$ cat src/hdl/cai_pkg.sv
/*
  Constants, types and the rule summary for the add-instruction core subset.
  Assumes a single clock and a read-only memory bus with data valid in the
  same cycle as its address.
*/
// Summary of operation
// - Index Y gains zero-extended B with carry; the code adds B alone, no carry
// - B and all flags untouched by that add
// - Opcode 18 3A, four reads, last at FFFF
// - Add-with-carry sums operand, carry, accumulator
// - Half-carry from bit 3 formula
// - N copies bit 7; Z when zero
// - Overflow on same-sign operands, flipped result
// - Carry from bit 7 formula
// - Literal 2, page-zero 3, full 4 reads
// - Plain add ignores carry, same flags
// - Half-carry kept for later decimal adjust
// - Page-zero high address byte is zero
// - Index offset is unsigned 0 to 255
package cai_pkg;

  // Prefix, prefixed and single-byte opcodes.
  localparam logic [7:0] OP_PREFIX2 = 8'h18;
  localparam logic [7:0] OP_ADD_B_Y = 8'h3A;
  localparam logic [7:0] OP_ADD_CARRY_TO_FIRST_ACC_LIT = 8'h89;
  localparam logic [7:0] OP_ADD_CARRY_TO_FIRST_ACC_PZ  = 8'h99;
  localparam logic [7:0] OP_ADD_CARRY_TO_FIRST_ACC_FUL = 8'hB9;
  localparam logic [7:0] OP_ADD_CARRY_TO_FIRST_ACC_IDX = 8'hA9;
  localparam logic [7:0] OP_ADD_CARRY_TO_SECOND_ACC_LIT = 8'hC9;
  localparam logic [7:0] OP_ADD_CARRY_TO_SECOND_ACC_PZ  = 8'hD9;
  localparam logic [7:0] OP_ADD_CARRY_TO_SECOND_ACC_FUL = 8'hF9;
  localparam logic [7:0] OP_ADD_CARRY_TO_SECOND_ACC_IDX = 8'hE9;
  localparam logic [7:0] OP_PLAIN_ADD_FIRST_ACC_LIT = 8'h8B;
  localparam logic [7:0] OP_PLAIN_ADD_FIRST_ACC_PZ  = 8'h9B;
  localparam logic [7:0] OP_PLAIN_ADD_FIRST_ACC_FUL = 8'hBB;
  localparam logic [7:0] OP_PLAIN_ADD_FIRST_ACC_IDX = 8'hAB;
  localparam logic [7:0] OP_PLAIN_ADD_SECOND_ACC_LIT = 8'hCB;
  localparam logic [7:0] OP_PLAIN_ADD_SECOND_ACC_PZ  = 8'hDB;
  localparam logic [7:0] OP_PLAIN_ADD_SECOND_ACC_FUL = 8'hFB;
  localparam logic [7:0] OP_PLAIN_ADD_SECOND_ACC_IDX = 8'hEB;

  // Bus addresses and fills.
  localparam logic [15:0] IDLE_ADDR    = 16'hFFFF;
  localparam logic [7:0]  PAGE_ZERO_HI = 8'h00;
  localparam logic [7:0]  ZERO_BYTE    = 8'h00;
  localparam logic [15:0] ADDR_STEP    = 16'h0001;

  // Condition code bit positions.
  localparam int CC_S = 7;
  localparam int CC_X = 6;
  localparam int CC_H = 5;
  localparam int CC_I = 4;
  localparam int CC_N = 3;
  localparam int CC_Z = 2;
  localparam int CC_V = 1;
  localparam int CC_C = 0;

  // Reset values.
  localparam logic [15:0] RESET_PC  = 16'h0000;
  localparam logic [7:0]  RESET_CCR = 8'h00;
  localparam logic [7:0]  RESET_ACC = 8'h00;
  localparam logic [15:0] RESET_IDX = 16'h0000;

  // Bus cycles per addressing form.
  localparam logic [2:0] CYC_LIT   = 3'h2;
  localparam logic [2:0] CYC_PZ    = 3'h3;
  localparam logic [2:0] CYC_FULL  = 3'h4;
  localparam logic [2:0] CYC_IDX_X = 3'h4;
  localparam logic [2:0] CYC_IDX_Y = 3'h5;
  localparam logic [2:0] CYC_FIRST = 3'h1;

  typedef enum logic [2:0] {
    MODE_NONE, MODE_LIT, MODE_PAGE0, MODE_FULL, MODE_IDX
  } cai_mode_t;

  typedef struct packed {
    logic      hit;
    logic      to_b;
    logic      with_c;
    cai_mode_t mode;
  } cai_dec_t;

  typedef enum logic [2:0] {
    ST_FETCH, ST_PAGE2, ST_OPND, ST_EXTLO, ST_ABY3, ST_IDLE, ST_OPREAD
  } cai_state_t;

endpackage

$ cat src/hdl/cai_alu_if.sv
/*
  Carrier between the core sequencer and its 8-bit adder.
  Assumes both ends sit in the same clock domain; all signals are
  combinational.
*/
`timescale 1ns/1ps
interface cai_alu_if;
  logic [7:0] x;
  logic [7:0] m;
  logic       cin;
  logic       with_c;
  logic [7:0] r;
  logic       h;
  logic       n;
  logic       z;
  logic       v;
  logic       c;

  modport core (output x, m, cin, with_c, input r, h, n, z, v, c);
  modport alu  (input x, m, cin, with_c, output r, h, n, z, v, c);
endinterface // cai_alu_if

$ cat src/hdl/cai_core.sv
/*
  Sequencer and register file for the add-instruction subset: add B to the
  second index, add-with-carry and plain add into either accumulator.
  Assumes a read-only memory that returns data in the same cycle as the
  address, and a preload port used to set up registers between tests.
*/
`timescale 1ns/1ps
module cai_core (
  input  wire logic        clk,
  input  wire logic        reset_n,
  input  wire logic [7:0]  bus_data_in,
  input  wire logic        load_strobe,
  input  wire logic [15:0] load_pc,
  input  wire logic [7:0]  load_first_acc,
  input  wire logic [7:0]  load_second_accumulator,
  input  wire logic [15:0] load_first_index_reg,
  input  wire logic [15:0] load_second_index_reg,
  input  wire logic [7:0]  load_ccr,
  output logic      [15:0] bus_addr,
  output logic             bus_rw,
  output logic      [15:0] pc,
  output logic      [7:0]  first_acc,
  output logic      [7:0]  second_accumulator,
  output logic      [15:0] first_index_reg,
  output logic      [15:0] second_index_reg,
  output logic      [7:0]  ccr,
  output logic             instr_done
);

  logic                rst_meta_reg;
  logic                rst_n_sync;
  cai_pkg::cai_state_t st_reg,   st_next;
  cai_pkg::cai_dec_t   dec_reg,  dec_next;
  logic [15:0]         pc_reg,   pc_next;
  logic [15:0]         addr_reg, addr_next;
  logic [7:0]          a_reg,    a_next;
  logic [7:0]          b_reg,    b_next;
  logic [15:0]         x_reg,    x_next;
  logic [15:0]         y_reg,    y_next;
  logic [7:0]          ccr_reg,  ccr_next;
  logic [7:0]          hi_reg,   hi_next;
  logic                page2_reg, page2_next;
  logic                aby_reg,  aby_next;
  logic                done_reg, done_next;
  logic [2:0]          cyc_reg,  cyc_next;
  logic                rw_reg;
  logic                exec_now;
  cai_pkg::cai_dec_t   dec_in;
  localparam logic [2:0] CYC_ONE = 3'h1; // Step of the bus cycle counter.

  cai_alu_if alu_bus ();

  cai_alu u_alu (
    .a (alu_bus)
  );

  // Reset is asserted at once but released through two flops.
  always_ff @(posedge clk or negedge reset_n) begin
    if (!reset_n) begin
      rst_meta_reg <= 1'b0;
      rst_n_sync   <= 1'b0;
    end else begin
      rst_meta_reg <= 1'b1;
      rst_n_sync   <= rst_meta_reg;
    end
  end

  // Maps a first or second opcode byte to accumulator, carry and mode.
  function automatic cai_pkg::cai_dec_t decode_op(input logic [7:0] op);
    cai_pkg::cai_dec_t d;
    d = '{hit: 1'b1, to_b: 1'b0, with_c: 1'b1, mode: cai_pkg::MODE_NONE};
    unique case (op)
      cai_pkg::OP_ADD_CARRY_TO_FIRST_ACC_LIT: d.mode = cai_pkg::MODE_LIT;
      cai_pkg::OP_ADD_CARRY_TO_FIRST_ACC_PZ:  d.mode = cai_pkg::MODE_PAGE0;
      cai_pkg::OP_ADD_CARRY_TO_FIRST_ACC_FUL: d.mode = cai_pkg::MODE_FULL;
      cai_pkg::OP_ADD_CARRY_TO_FIRST_ACC_IDX: d.mode = cai_pkg::MODE_IDX;
      cai_pkg::OP_ADD_CARRY_TO_SECOND_ACC_LIT: d = '{1'b1, 1'b1, 1'b1, cai_pkg::MODE_LIT};
      cai_pkg::OP_ADD_CARRY_TO_SECOND_ACC_PZ:  d = '{1'b1, 1'b1, 1'b1, cai_pkg::MODE_PAGE0};
      cai_pkg::OP_ADD_CARRY_TO_SECOND_ACC_FUL: d = '{1'b1, 1'b1, 1'b1, cai_pkg::MODE_FULL};
      cai_pkg::OP_ADD_CARRY_TO_SECOND_ACC_IDX: d = '{1'b1, 1'b1, 1'b1, cai_pkg::MODE_IDX};
      cai_pkg::OP_PLAIN_ADD_FIRST_ACC_LIT: d = '{1'b1, 1'b0, 1'b0, cai_pkg::MODE_LIT};
      cai_pkg::OP_PLAIN_ADD_FIRST_ACC_PZ:  d = '{1'b1, 1'b0, 1'b0, cai_pkg::MODE_PAGE0};
      cai_pkg::OP_PLAIN_ADD_FIRST_ACC_FUL: d = '{1'b1, 1'b0, 1'b0, cai_pkg::MODE_FULL};
      cai_pkg::OP_PLAIN_ADD_FIRST_ACC_IDX: d = '{1'b1, 1'b0, 1'b0, cai_pkg::MODE_IDX};
      cai_pkg::OP_PLAIN_ADD_SECOND_ACC_LIT: d = '{1'b1, 1'b1, 1'b0, cai_pkg::MODE_LIT};
      cai_pkg::OP_PLAIN_ADD_SECOND_ACC_PZ:  d = '{1'b1, 1'b1, 1'b0, cai_pkg::MODE_PAGE0};
      cai_pkg::OP_PLAIN_ADD_SECOND_ACC_FUL: d = '{1'b1, 1'b1, 1'b0, cai_pkg::MODE_FULL};
      cai_pkg::OP_PLAIN_ADD_SECOND_ACC_IDX: d = '{1'b1, 1'b1, 1'b0, cai_pkg::MODE_IDX};
      default:              d.hit = 1'b0;
    endcase
    return d;
  endfunction

  // Expected bus cycle count of an accumulator add, used by the checks.
  function automatic logic [2:0] cyc_expect(input cai_pkg::cai_mode_t md,
                                            input logic p2);
    logic [2:0] n;
    n = cai_pkg::CYC_LIT;
    unique case (md)
      cai_pkg::MODE_PAGE0: n = cai_pkg::CYC_PZ;
      cai_pkg::MODE_FULL:  n = cai_pkg::CYC_FULL;
      cai_pkg::MODE_IDX:   n = p2 ? cai_pkg::CYC_IDX_Y : cai_pkg::CYC_IDX_X;
      default:             n = cai_pkg::CYC_LIT;
    endcase
    return n;
  endfunction

  // The adder always sees the selected accumulator and the bus byte.
  assign dec_in         = decode_op(bus_data_in);
  assign alu_bus.x      = dec_reg.to_b ? b_reg : a_reg;
  assign alu_bus.m      = bus_data_in;
  assign alu_bus.cin    = ccr_reg[cai_pkg::CC_C];
  assign alu_bus.with_c = dec_reg.with_c;
  assign exec_now = (st_reg == cai_pkg::ST_OPREAD) ||
                    (st_reg == cai_pkg::ST_OPND &&
                     dec_reg.mode == cai_pkg::MODE_LIT);

  // Next-state logic. Each state is one bus read; addr_next is the address
  // of the read that the next state performs. Unknown opcodes cost one
  // cycle and are skipped, since nothing else is decoded here.
  always_comb begin
    st_next    = st_reg;
    dec_next   = dec_reg;
    pc_next    = pc_reg;
    addr_next  = addr_reg;
    a_next     = a_reg;
    b_next     = b_reg;
    x_next     = x_reg;
    y_next     = y_reg;
    ccr_next   = ccr_reg;
    hi_next    = hi_reg;
    page2_next = page2_reg;
    aby_next   = aby_reg;
    done_next  = 1'b0;
    cyc_next   = cyc_reg + CYC_ONE;
    unique case (st_reg)
      cai_pkg::ST_FETCH: begin
        pc_next    = pc_reg + cai_pkg::ADDR_STEP;
        addr_next  = pc_reg + cai_pkg::ADDR_STEP;
        page2_next = 1'b0;
        aby_next   = 1'b0;
        if (bus_data_in == cai_pkg::OP_PREFIX2) begin
          st_next = cai_pkg::ST_PAGE2;
        end else if (dec_in.hit) begin
          dec_next = dec_in;
          st_next  = cai_pkg::ST_OPND;
        end else begin
          cyc_next = cai_pkg::CYC_FIRST;
        end
      end
      cai_pkg::ST_PAGE2: begin
        pc_next   = pc_reg + cai_pkg::ADDR_STEP;
        addr_next = pc_reg + cai_pkg::ADDR_STEP;
        if (bus_data_in == cai_pkg::OP_ADD_B_Y) begin
          aby_next = 1'b1;
          st_next  = cai_pkg::ST_ABY3;
        end else if (dec_in.hit && dec_in.mode == cai_pkg::MODE_IDX) begin
          dec_next   = dec_in;
          page2_next = 1'b1;
          st_next    = cai_pkg::ST_OPND;
        end else begin
          st_next  = cai_pkg::ST_FETCH;
          cyc_next = cai_pkg::CYC_FIRST;
        end
      end
      cai_pkg::ST_ABY3: begin
        // Reads the byte after the opcode without consuming it.
        st_next   = cai_pkg::ST_IDLE;
        addr_next = cai_pkg::IDLE_ADDR;
      end
      cai_pkg::ST_OPND: begin
        pc_next   = pc_reg + cai_pkg::ADDR_STEP;
        addr_next = pc_reg + cai_pkg::ADDR_STEP;
        hi_next   = bus_data_in;
        unique case (dec_reg.mode)
          cai_pkg::MODE_PAGE0: begin
            st_next   = cai_pkg::ST_OPREAD;
            addr_next = {cai_pkg::PAGE_ZERO_HI, bus_data_in};
          end
          cai_pkg::MODE_FULL: st_next = cai_pkg::ST_EXTLO;
          cai_pkg::MODE_IDX: begin
            st_next   = cai_pkg::ST_IDLE;
            addr_next = cai_pkg::IDLE_ADDR;
          end
          default: begin
            st_next  = cai_pkg::ST_FETCH;
            cyc_next = cai_pkg::CYC_FIRST;
          end
        endcase
      end
      cai_pkg::ST_EXTLO: begin
        pc_next   = pc_reg + cai_pkg::ADDR_STEP;
        st_next   = cai_pkg::ST_OPREAD;
        addr_next = {hi_reg, bus_data_in};
      end
      cai_pkg::ST_IDLE: begin
        // Data returned here is ignored.
        if (aby_reg) begin
          y_next    = y_reg + {cai_pkg::ZERO_BYTE, b_reg};
          done_next = 1'b1;
          st_next   = cai_pkg::ST_FETCH;
          addr_next = pc_reg;
          cyc_next  = cai_pkg::CYC_FIRST;
        end else begin
          st_next   = cai_pkg::ST_OPREAD;
          addr_next = (page2_reg ? y_reg : x_reg) +
                      {cai_pkg::ZERO_BYTE, hi_reg};
        end
      end
      cai_pkg::ST_OPREAD: begin
        st_next   = cai_pkg::ST_FETCH;
        addr_next = pc_reg;
        cyc_next  = cai_pkg::CYC_FIRST;
      end
    endcase
    // Accumulator adds retire on the cycle that reads the operand.
    if (exec_now) begin
      if (dec_reg.to_b) b_next = alu_bus.r;
      else a_next = alu_bus.r;
      ccr_next[cai_pkg::CC_H] = alu_bus.h;
      ccr_next[cai_pkg::CC_N] = alu_bus.n;
      ccr_next[cai_pkg::CC_Z] = alu_bus.z;
      ccr_next[cai_pkg::CC_V] = alu_bus.v;
      ccr_next[cai_pkg::CC_C] = alu_bus.c;
      done_next = 1'b1;
    end
    if (load_strobe) begin
      st_next   = cai_pkg::ST_FETCH;
      pc_next   = load_pc;
      addr_next = load_pc;
      a_next    = load_first_acc;
      b_next    = load_second_accumulator;
      x_next    = load_first_index_reg;
      y_next    = load_second_index_reg;
      ccr_next  = load_ccr;
      done_next = 1'b0;
      cyc_next  = cai_pkg::CYC_FIRST;
    end
  end

  // Registers only; the bus direction is a constant read.
  always_ff @(posedge clk or negedge rst_n_sync) begin
    if (!rst_n_sync) begin
      st_reg    <= cai_pkg::ST_FETCH;
      dec_reg   <= '{1'b0, 1'b0, 1'b0, cai_pkg::MODE_NONE};
      pc_reg    <= cai_pkg::RESET_PC;
      addr_reg  <= cai_pkg::RESET_PC;
      a_reg     <= cai_pkg::RESET_ACC;
      b_reg     <= cai_pkg::RESET_ACC;
      x_reg     <= cai_pkg::RESET_IDX;
      y_reg     <= cai_pkg::RESET_IDX;
      ccr_reg   <= cai_pkg::RESET_CCR;
      hi_reg    <= cai_pkg::ZERO_BYTE;
      page2_reg <= 1'b0;
      aby_reg   <= 1'b0;
      done_reg  <= 1'b0;
      cyc_reg   <= cai_pkg::CYC_FIRST;
      rw_reg    <= 1'b1;
    end else begin
      st_reg    <= st_next;
      dec_reg   <= dec_next;
      pc_reg    <= pc_next;
      addr_reg  <= addr_next;
      a_reg     <= a_next;
      b_reg     <= b_next;
      x_reg     <= x_next;
      y_reg     <= y_next;
      ccr_reg   <= ccr_next;
      hi_reg    <= hi_next;
      page2_reg <= page2_next;
      aby_reg   <= aby_next;
      done_reg  <= done_next;
      cyc_reg   <= cyc_next;
      rw_reg    <= 1'b1;
    end
  end

  assign bus_addr           = addr_reg;
  assign bus_rw             = rw_reg;
  assign pc                 = pc_reg;
  assign first_acc          = a_reg;
  assign second_accumulator = b_reg;
  assign first_index_reg    = x_reg;
  assign second_index_reg   = y_reg;
  assign ccr                = ccr_reg;
  assign instr_done         = done_reg;

  logic x3, m3, r3, x7, m7, r7;
  assign x3 = alu_bus.x[3];
  assign m3 = alu_bus.m[3];
  assign r3 = alu_bus.r[3];
  assign x7 = alu_bus.x[7];
  assign m7 = alu_bus.m[7];
  assign r7 = alu_bus.r[7];
endmodule // cai_core

$ cat src/hdl/cai_alu.sv
/*
  Eight-bit adder with condition flag outputs.
  Assumes the caller picks the accumulator; the carry in is gated by with_c here.
*/
`timescale 1ns/1ps
module cai_alu (
  cai_alu_if.alu a
);

  logic       cin_eff;
  logic [8:0] sum;
  logic [4:0] low_sum;

  // Carry and half-carry come from real carries out of the adder rather than formulas,
  // so the sequencer checks can compare against the boolean forms.
  always_comb begin
    cin_eff = a.with_c & a.cin;
    sum     = {1'b0, a.x} + {1'b0, a.m} + {8'h00, cin_eff};
    low_sum = {1'b0, a.x[3:0]} + {1'b0, a.m[3:0]} + {4'h0, cin_eff};
    a.r = sum[7:0];
    a.c = sum[8];
    a.h = low_sum[4];
    a.n = sum[7];
    a.z = (sum[7:0] == cai_pkg::ZERO_BYTE);
    a.v = (a.x[7] == a.m[7]) && (sum[7] != a.x[7]);
  end

endmodule // cai_alu

$ cat config.mk
export PLATFORM = sky130hd
export DESIGN_NAME = cai_core
export DESIGN_NICKNAME = d
export VERILOG_FILES = /design/src/hdl/cai_pkg.sv /design/src/hdl/cai_alu_if.sv /design/src/hdl/cai_core.sv /design/src/hdl/cai_alu.sv
export SDC_FILE = /design/constraint.sdc
export NUM_CORES = 1
export LEC_CHECK = 0
export ABC_AREA = 1
export BUFFER_PORTS_ARGS = -buffer_cell sky130_fd_sc_hd__buf_2
export CORE_ASPECT_RATIO = 0.5
export CORE_MARGIN = 10
export CORE_UTILIZATION = 35
export CTS_CLUSTER_SIZE = 24
export DETAILED_ROUTE_END_ITERATION = 10
export REMOVE_ABC_BUFFERS = 1
export SKIP_LAST_GASP = 1
export SYNTH_ARGS = -nofsm -noshare
export SYNTH_HDL_FRONTEND = slang
export SYNTH_SLANG_ARGS = --single-unit
$ cat constraint.sdc
create_clock -name clk -period 3.6 [get_ports clk]
set_input_delay 0.72 -clock clk [delete_from_list [all_inputs] [get_ports clk]]
set_output_delay 0.72 -clock clk [all_outputs]
set_load 0.02 [all_outputs]
**Word level (Yosys, flattened, before mapping)**

Index checks and enable logic that the tools add are counted.

- Bits in registers: 109
- Input bits: 83
- Output and inout port bits: 90

- Equal/unequal tests: 38
- Reduce and logical (&&, ||, !) cells: 28
- $add $sub $neg: 7
- Mux-type cells: 45
- Bitwise gates (word level): 1

Operators by type and width:

| operator | number |
|---|---|
| $eq 8x8->1 const B | 16 |
| $mux 16 | 8 |
| $pmux 16 s6 | 1 |
| $mux 8 | 7 |
| $add 16x8->16 | 2 |
| $pmux 16 s2 | 1 |
| $reduce_or 4->1 | 8 |
| $pmux 3 s7 | 1 |
| $mux 5 | 4 |
| $add 16x1->16 const B | 1 |
| $reduce_or 16->1 | 1 |
| $eq 3x3->1 const B | 5 |
| $mux 3 | 5 |
| $eq 3x2->1 const B | 4 |
| $ne 2x2->1 const B | 6 |
| $pmux 3 s4 | 1 |
| $reduce_bool 2->1 | 6 |
| $pmux 5 s2 | 1 |
| $add 8x8->9 | 1 |
| $add 9x1->9 | 1 |
| $mux 1 | 9 |
| $pmux 3 s3 | 1 |
| $eq 8x5->1 const B | 1 |
| $eq 8x6->1 const B | 1 |
| 20 further kinds | 27 |

**Logic depth before layout (Yosys ltp)**

- Depth after elaboration: 9
- Gate-level depth with buffers: 19
- Mapped depth without buffers: 16

**Cells and area by module**

A second synthesis with hierarchy kept.

- Cell total of the unflattened synthesis: 1115
- Area, all modules: 7573.5 um2

By module, submodules not included:

| module | area each (um2) | times used | cells each |
|---|---|---|---|
| cai_core | 7070.5 | 1 | 1026 |
| cai_alu | 503.0 | 1 | 89 |

**Worst setup path after synthesis**

No wires, ideal clock.

- Path type: register -> register
- From: reg page2_reg
- To: reg addr_reg[12] (netlist: bus_addr[12])
- Library setup time: 0.066 ns
- Cell stages (with the launch flop): 20
- Slack: 1.128 ns
- Data arrival time: 2.406 ns
- Period minus slack after synthesis: 2.472 ns
- Cell sequence: dfrtp_1 > buf_2 > buf_2 > clkbuf_1 > nand2_1 > o21ai_0 > ha_1 > inv_1 > fa_1 > inv_1 > nand2_1 > nand2_1 > nand3_1 > nand2_1 > nand2_1 > o21bai_1 > nand3_1 > nand2_1 > nand2_1 > nand2_1

- Cells in the longest elaborated chain, start to end: 5

RTL lines:

| element | RTL line | RTL |
|---|---|---|
| start, declared | cai_core.sv:42 | `logic page2_reg, page2_next;` |
| start signal, assigned | cai_core.sv:270 | `page2_reg <= page2_next;` |
| $mux 16 | cai_core.sv:206 | `addr_next = (page2_reg ? y_reg : x_reg) +` |
| $add 16x8->16 | cai_core.sv:206 |  |
| $mux 16 | cai_core.sv:198 | `if (aby_reg) begin` |
| $pmux 16 s6 | cai_core.sv:136 | `unique case (st_reg)` |
| $mux 16 | cai_core.sv:227 | `if (load_strobe) begin` |
| named net addr_next[12] | cai_core.sv:35 | `logic [15:0] addr_reg, addr_next;` |
| end signal, assigned | cai_core.sv:247 | `addr_reg <= cai_pkg::RESET_PC;` |
| end signal, assigned | cai_core.sv:263 | `addr_reg <= addr_next;` |
| end, declared | cai_core.sv:35 |  |

The timed path passes the listed nets, and every way through them passes these cells.
A chain may end at the register's enable or synchronous reset.

**Final worst setup path**

Ends and elaborated chain as after synthesis.

==> implementation parameters <==
Parameter                              Value

Global route
  First-pass GRT wire length    43900 um
  Pin count of the biggest net entering global routing    67
  Total global-route track usage    approximately a fifth
  Via count of the first global-routing pass    between 7000 and 8000
  Overflow left after global routing    0
  Number of antenna violations at the first check in global routing    0

Clock network
  Buffer cell driving the clock tree root    clkbuf_16
  Postcts setup bufs    0
  TritonCTS clock tree    done
  Maximum number of buffers from clock root to sink    2
  # hold bufs at CTS    0
  Number of sinks on the clock net    109
  Clock transition time at the flip-flop clock pins of the worst setup and hold paths    approximately 0.080 ns
  Number of buffers created by CTS    9
  Post-cts sizing count    0
  Clock latency of the later-clocked register in the worst-skew pair    0.38 ns
  H-tree lvl count    3

Critical path
  Capturing point of the worst reg2reg path    bus_addr[12]
  Endpoint arrival time on the critical path    between 2 and 3 ns
  Slowest cell on crit path    dfrtp_1
  R2R depth    16
  Most numerous cell on the critical path    nand2_1
  Maximum fanout along the worst path    28
  Slack of the worst reg-to-reg path    0.95 ns
  Cell family with the largest share of critical-path delay    simple AND/OR/NAND/NOR gates
  CP required    3.92 ns
  Crit path launch type    register
  Type of the setup path with the least slack    register to register
  Worst path buffer plus inverter count    2
  Worst flop-to-flop path startpoint    page2_reg
  Crit path capture type    register
  Instance count on the critical path    16
  Longest individual stage delay on the worst path    0.79 ns
  Critical-path cell list    nand2_1, o21ai_0, ha_1, inv_1, fa_1, inv_1, nand2_1, nand2_1, nand3_1, nand2_1, nand2_1, o21bai_1, nand3_1, nand2_1, nand2_1, nand2_1

Detailed routing
  Number of vias per cell after detailed routing    5.16
  Residual DRC    0
  Detail Route Antenna Nets    0
  Post-DR wirelength/cell    18.1 um
  DRC marker count from the first detailed-route iteration    652
  Number of detailed-route iterations in the first pass    5
  Number of vias in the routed layout    a little under 8000
  Sum of routed wire length over all layers    27800 um

STA
  Slew margin rel.    44.1%
  Hold violation count in the final report    0
  Upper clock frequency limit    377 MHz
  Clock skew after layout    0.0135 ns
  Share of the cycle needed by the critical path after routing    around 74%
  Transition time of the tightest slew-check pin    0.836 ns
  Setup violation total in the final timing report    0
  Setup repair after global routing missed its margin    false
  Max-slew violations    0
  Time the final worst path needs with I/O delays and setup    2.65 ns
  TNS Setup    0 ns

Placement
  Count of input and output buffers    roughly 170
  Area after detailed placement    0.00860 mm^2
  Final Wtd Congestion    approximately 0.91
  Post-detailed-placement half-perimeter wirelength    22100 um

Cells and area
  Layout cells sized above 1    approximately 17%
  Final #Nets    1368
  Antenna diode instance count    0
  Area growth syn-to-layout    19.2%
  Post-route cell area    0.00891 mm^2

Floorplanning
  Horizontal die dimension    ~230 um
  Core footprint    between 0.02 and 0.025 mm^2
  Initial cell density of the core    36.0%
  Top-level port count    173
  Floorplan row count    37
  Die outline area    0.0280 mm^2
  Height of the chip    123 um

Logic synthesis
  Largest cells by area after synthesis    dfrtp_1 (36%), nand2_1 (19%), inv_1 (6.6%)
  Most frequently used flop master after synthesis    dfrtp_1
  Sequential area share after synthesis    36.5%
  Mapped Area    0.00748 mm^2
  Warnings from Yosys    0
  Count of unique library cells instantiated by Yosys    39
  Share of the synthesized area in the top cell type    approximately 36%
  Cell type contributing the most total cell area after synthesis    dfrtp_1
  Mean cell area of the mapped netlist    6.80 um^2
  Synthesis-stage register bit count    109
  Share of synthesized registers carrying an async set or reset    100%
  Number of instances in the synthesized netlist    between 1000 and 1500
  EDFF count, synth    0

Pwr
  Leakage dissipation    about 4.7 nW
  Power density normalized to cell area    501 mW/mm^2
  VDD IR-drop max    0.000279 V

Flow run
  Number of max-capacitance violations reported    0

Outcome
  Outcome    complete, no violations

Hold path
  Class of the tightest hold or removal check    input port to async pin
-- metrics by stage --
step                hold slack [ns]  utilization, %  cells  setup WS [ns]  total power, W
CTS                           0.111            42.9   1534          0.961         0.00448
global route                  0.114            42.9   1534          0.540         0.00478
detailed placement            0.341            41.4   1519          0.969         0.00335
floorplan                     0.331               -   1067          0.339         0.00274
global placement              0.338            41.4   1519           1.09         0.00334
finish                        0.121            42.9   1534          0.950         0.00447
-- kinds of logic (layout without fill, tap and decap cells) --
| group | after synthesis | count (layout) | share of synthesized area [%] |
|---|---|---|---|
| flip-flops | 109 | 109 | 36.5 |
| other | 1 | 2 | 0.0501 |
| AO/OA/AOI/OAI | 193 | 193 | 15.0 |
| AND/OR/NAND/NOR | 582 | 582 | 32.4 |
| adder cells (fa/ha/maj) | 28 | 28 | 5.09 |
| buffers and inverters | 169 | 330 | 8.93 |
| XOR/XNOR | 17 | 17 | 1.99 |
-- cells in the mapped netlist (4+ instances only) --
library cell  number
ha_1              24
o211ai_1          22
inv_2              4
clkbuf_1          15
nor2_1            67
or2_2              9
dfrtp_1          109
xor2_1            12
fa_1               4
a21oi_1           61
buf_2              9
nand4_1           12
inv_1            131
o2111ai_1          5
and2_1             4
xnor2_1            5
a31oi_1            4
nand2_1          380
nor3_1            12
buf_4              6
nand3_1           84
o21bai_1           7
o221ai_1          12
o21ai_0           74
-- layer usage --
metal	global-route usage, %	routed length, um
met5	0	0
met4	4.96	391
met3	3.50	1500
met2	32.3	12800
met1	27.1	13200
-- power breakdown --
part / internal (W) / switching (W) / total, W
combinational: 0.000584 / 0.00112 / 0.00171
clock: 0.000607 / 0.000514 / 0.00112
sequential: 0.00141 / 0.000229 / 0.00164
total: 0.00260 / 0.00187 / 0.00447
-- worst reg2reg max path, delay by kind of cell, from the launching register on --
kind	cells	cell delay, ns
AO/OA/AOI/OAI	2	0.24
buffers and inverters	2	0.14
adder cells (fa/ha/maj)	2	0.58
AND/OR/NAND/NOR	10	0.85
flip-flops	1	0.79
-- cells in the final DEF, fill, tap and decap left out, types with 4 or more instances in the layout --
cell / count
nand2_1: 380
o21ai_0: 74
inv_2: 4
o221ai_1: 12
xnor2_1: 5
ha_1: 24
and2_1: 4
nor2_1: 67
nor3_1: 12
xor2_1: 12
fa_1: 4
nand4_1: 12
buf_2: 170
buf_4: 8
nand3_1: 84
or2_2: 9
dfrtp_1: 108
clkbuf_16: 9
o21bai_1: 7
o211ai_1: 22
a31oi_1: 4
o2111ai_1: 5
inv_1: 131
a21oi_1: 61
-- worst max-delay path by stage --
stage | endpoint | startpoint
6_report | bus_addr[12] | page2_reg
5_1_grt | bus_addr[12] | page2_reg
4_1_cts | bus_addr[12] | page2_reg
3_5_place_dp | bus_addr[12] | page2_reg
3_3_place_gp | bus_addr[12] | page2_reg
2_1_floorplan | aby_reg | rst_n_sync
-- layout make-up --
type | count | area [um^2]
fillers | 2191 | 11900
multi-input cells | 822 | 4090
flip-flops and latches | 109 | 2730
repair buffers | 179 | 931
inverters | 136 | 510
well taps | 273 | 342
clock buffers | 9 | 225
clock inverters | 6 | 88.8
Power figures use the tool's default switching activity.
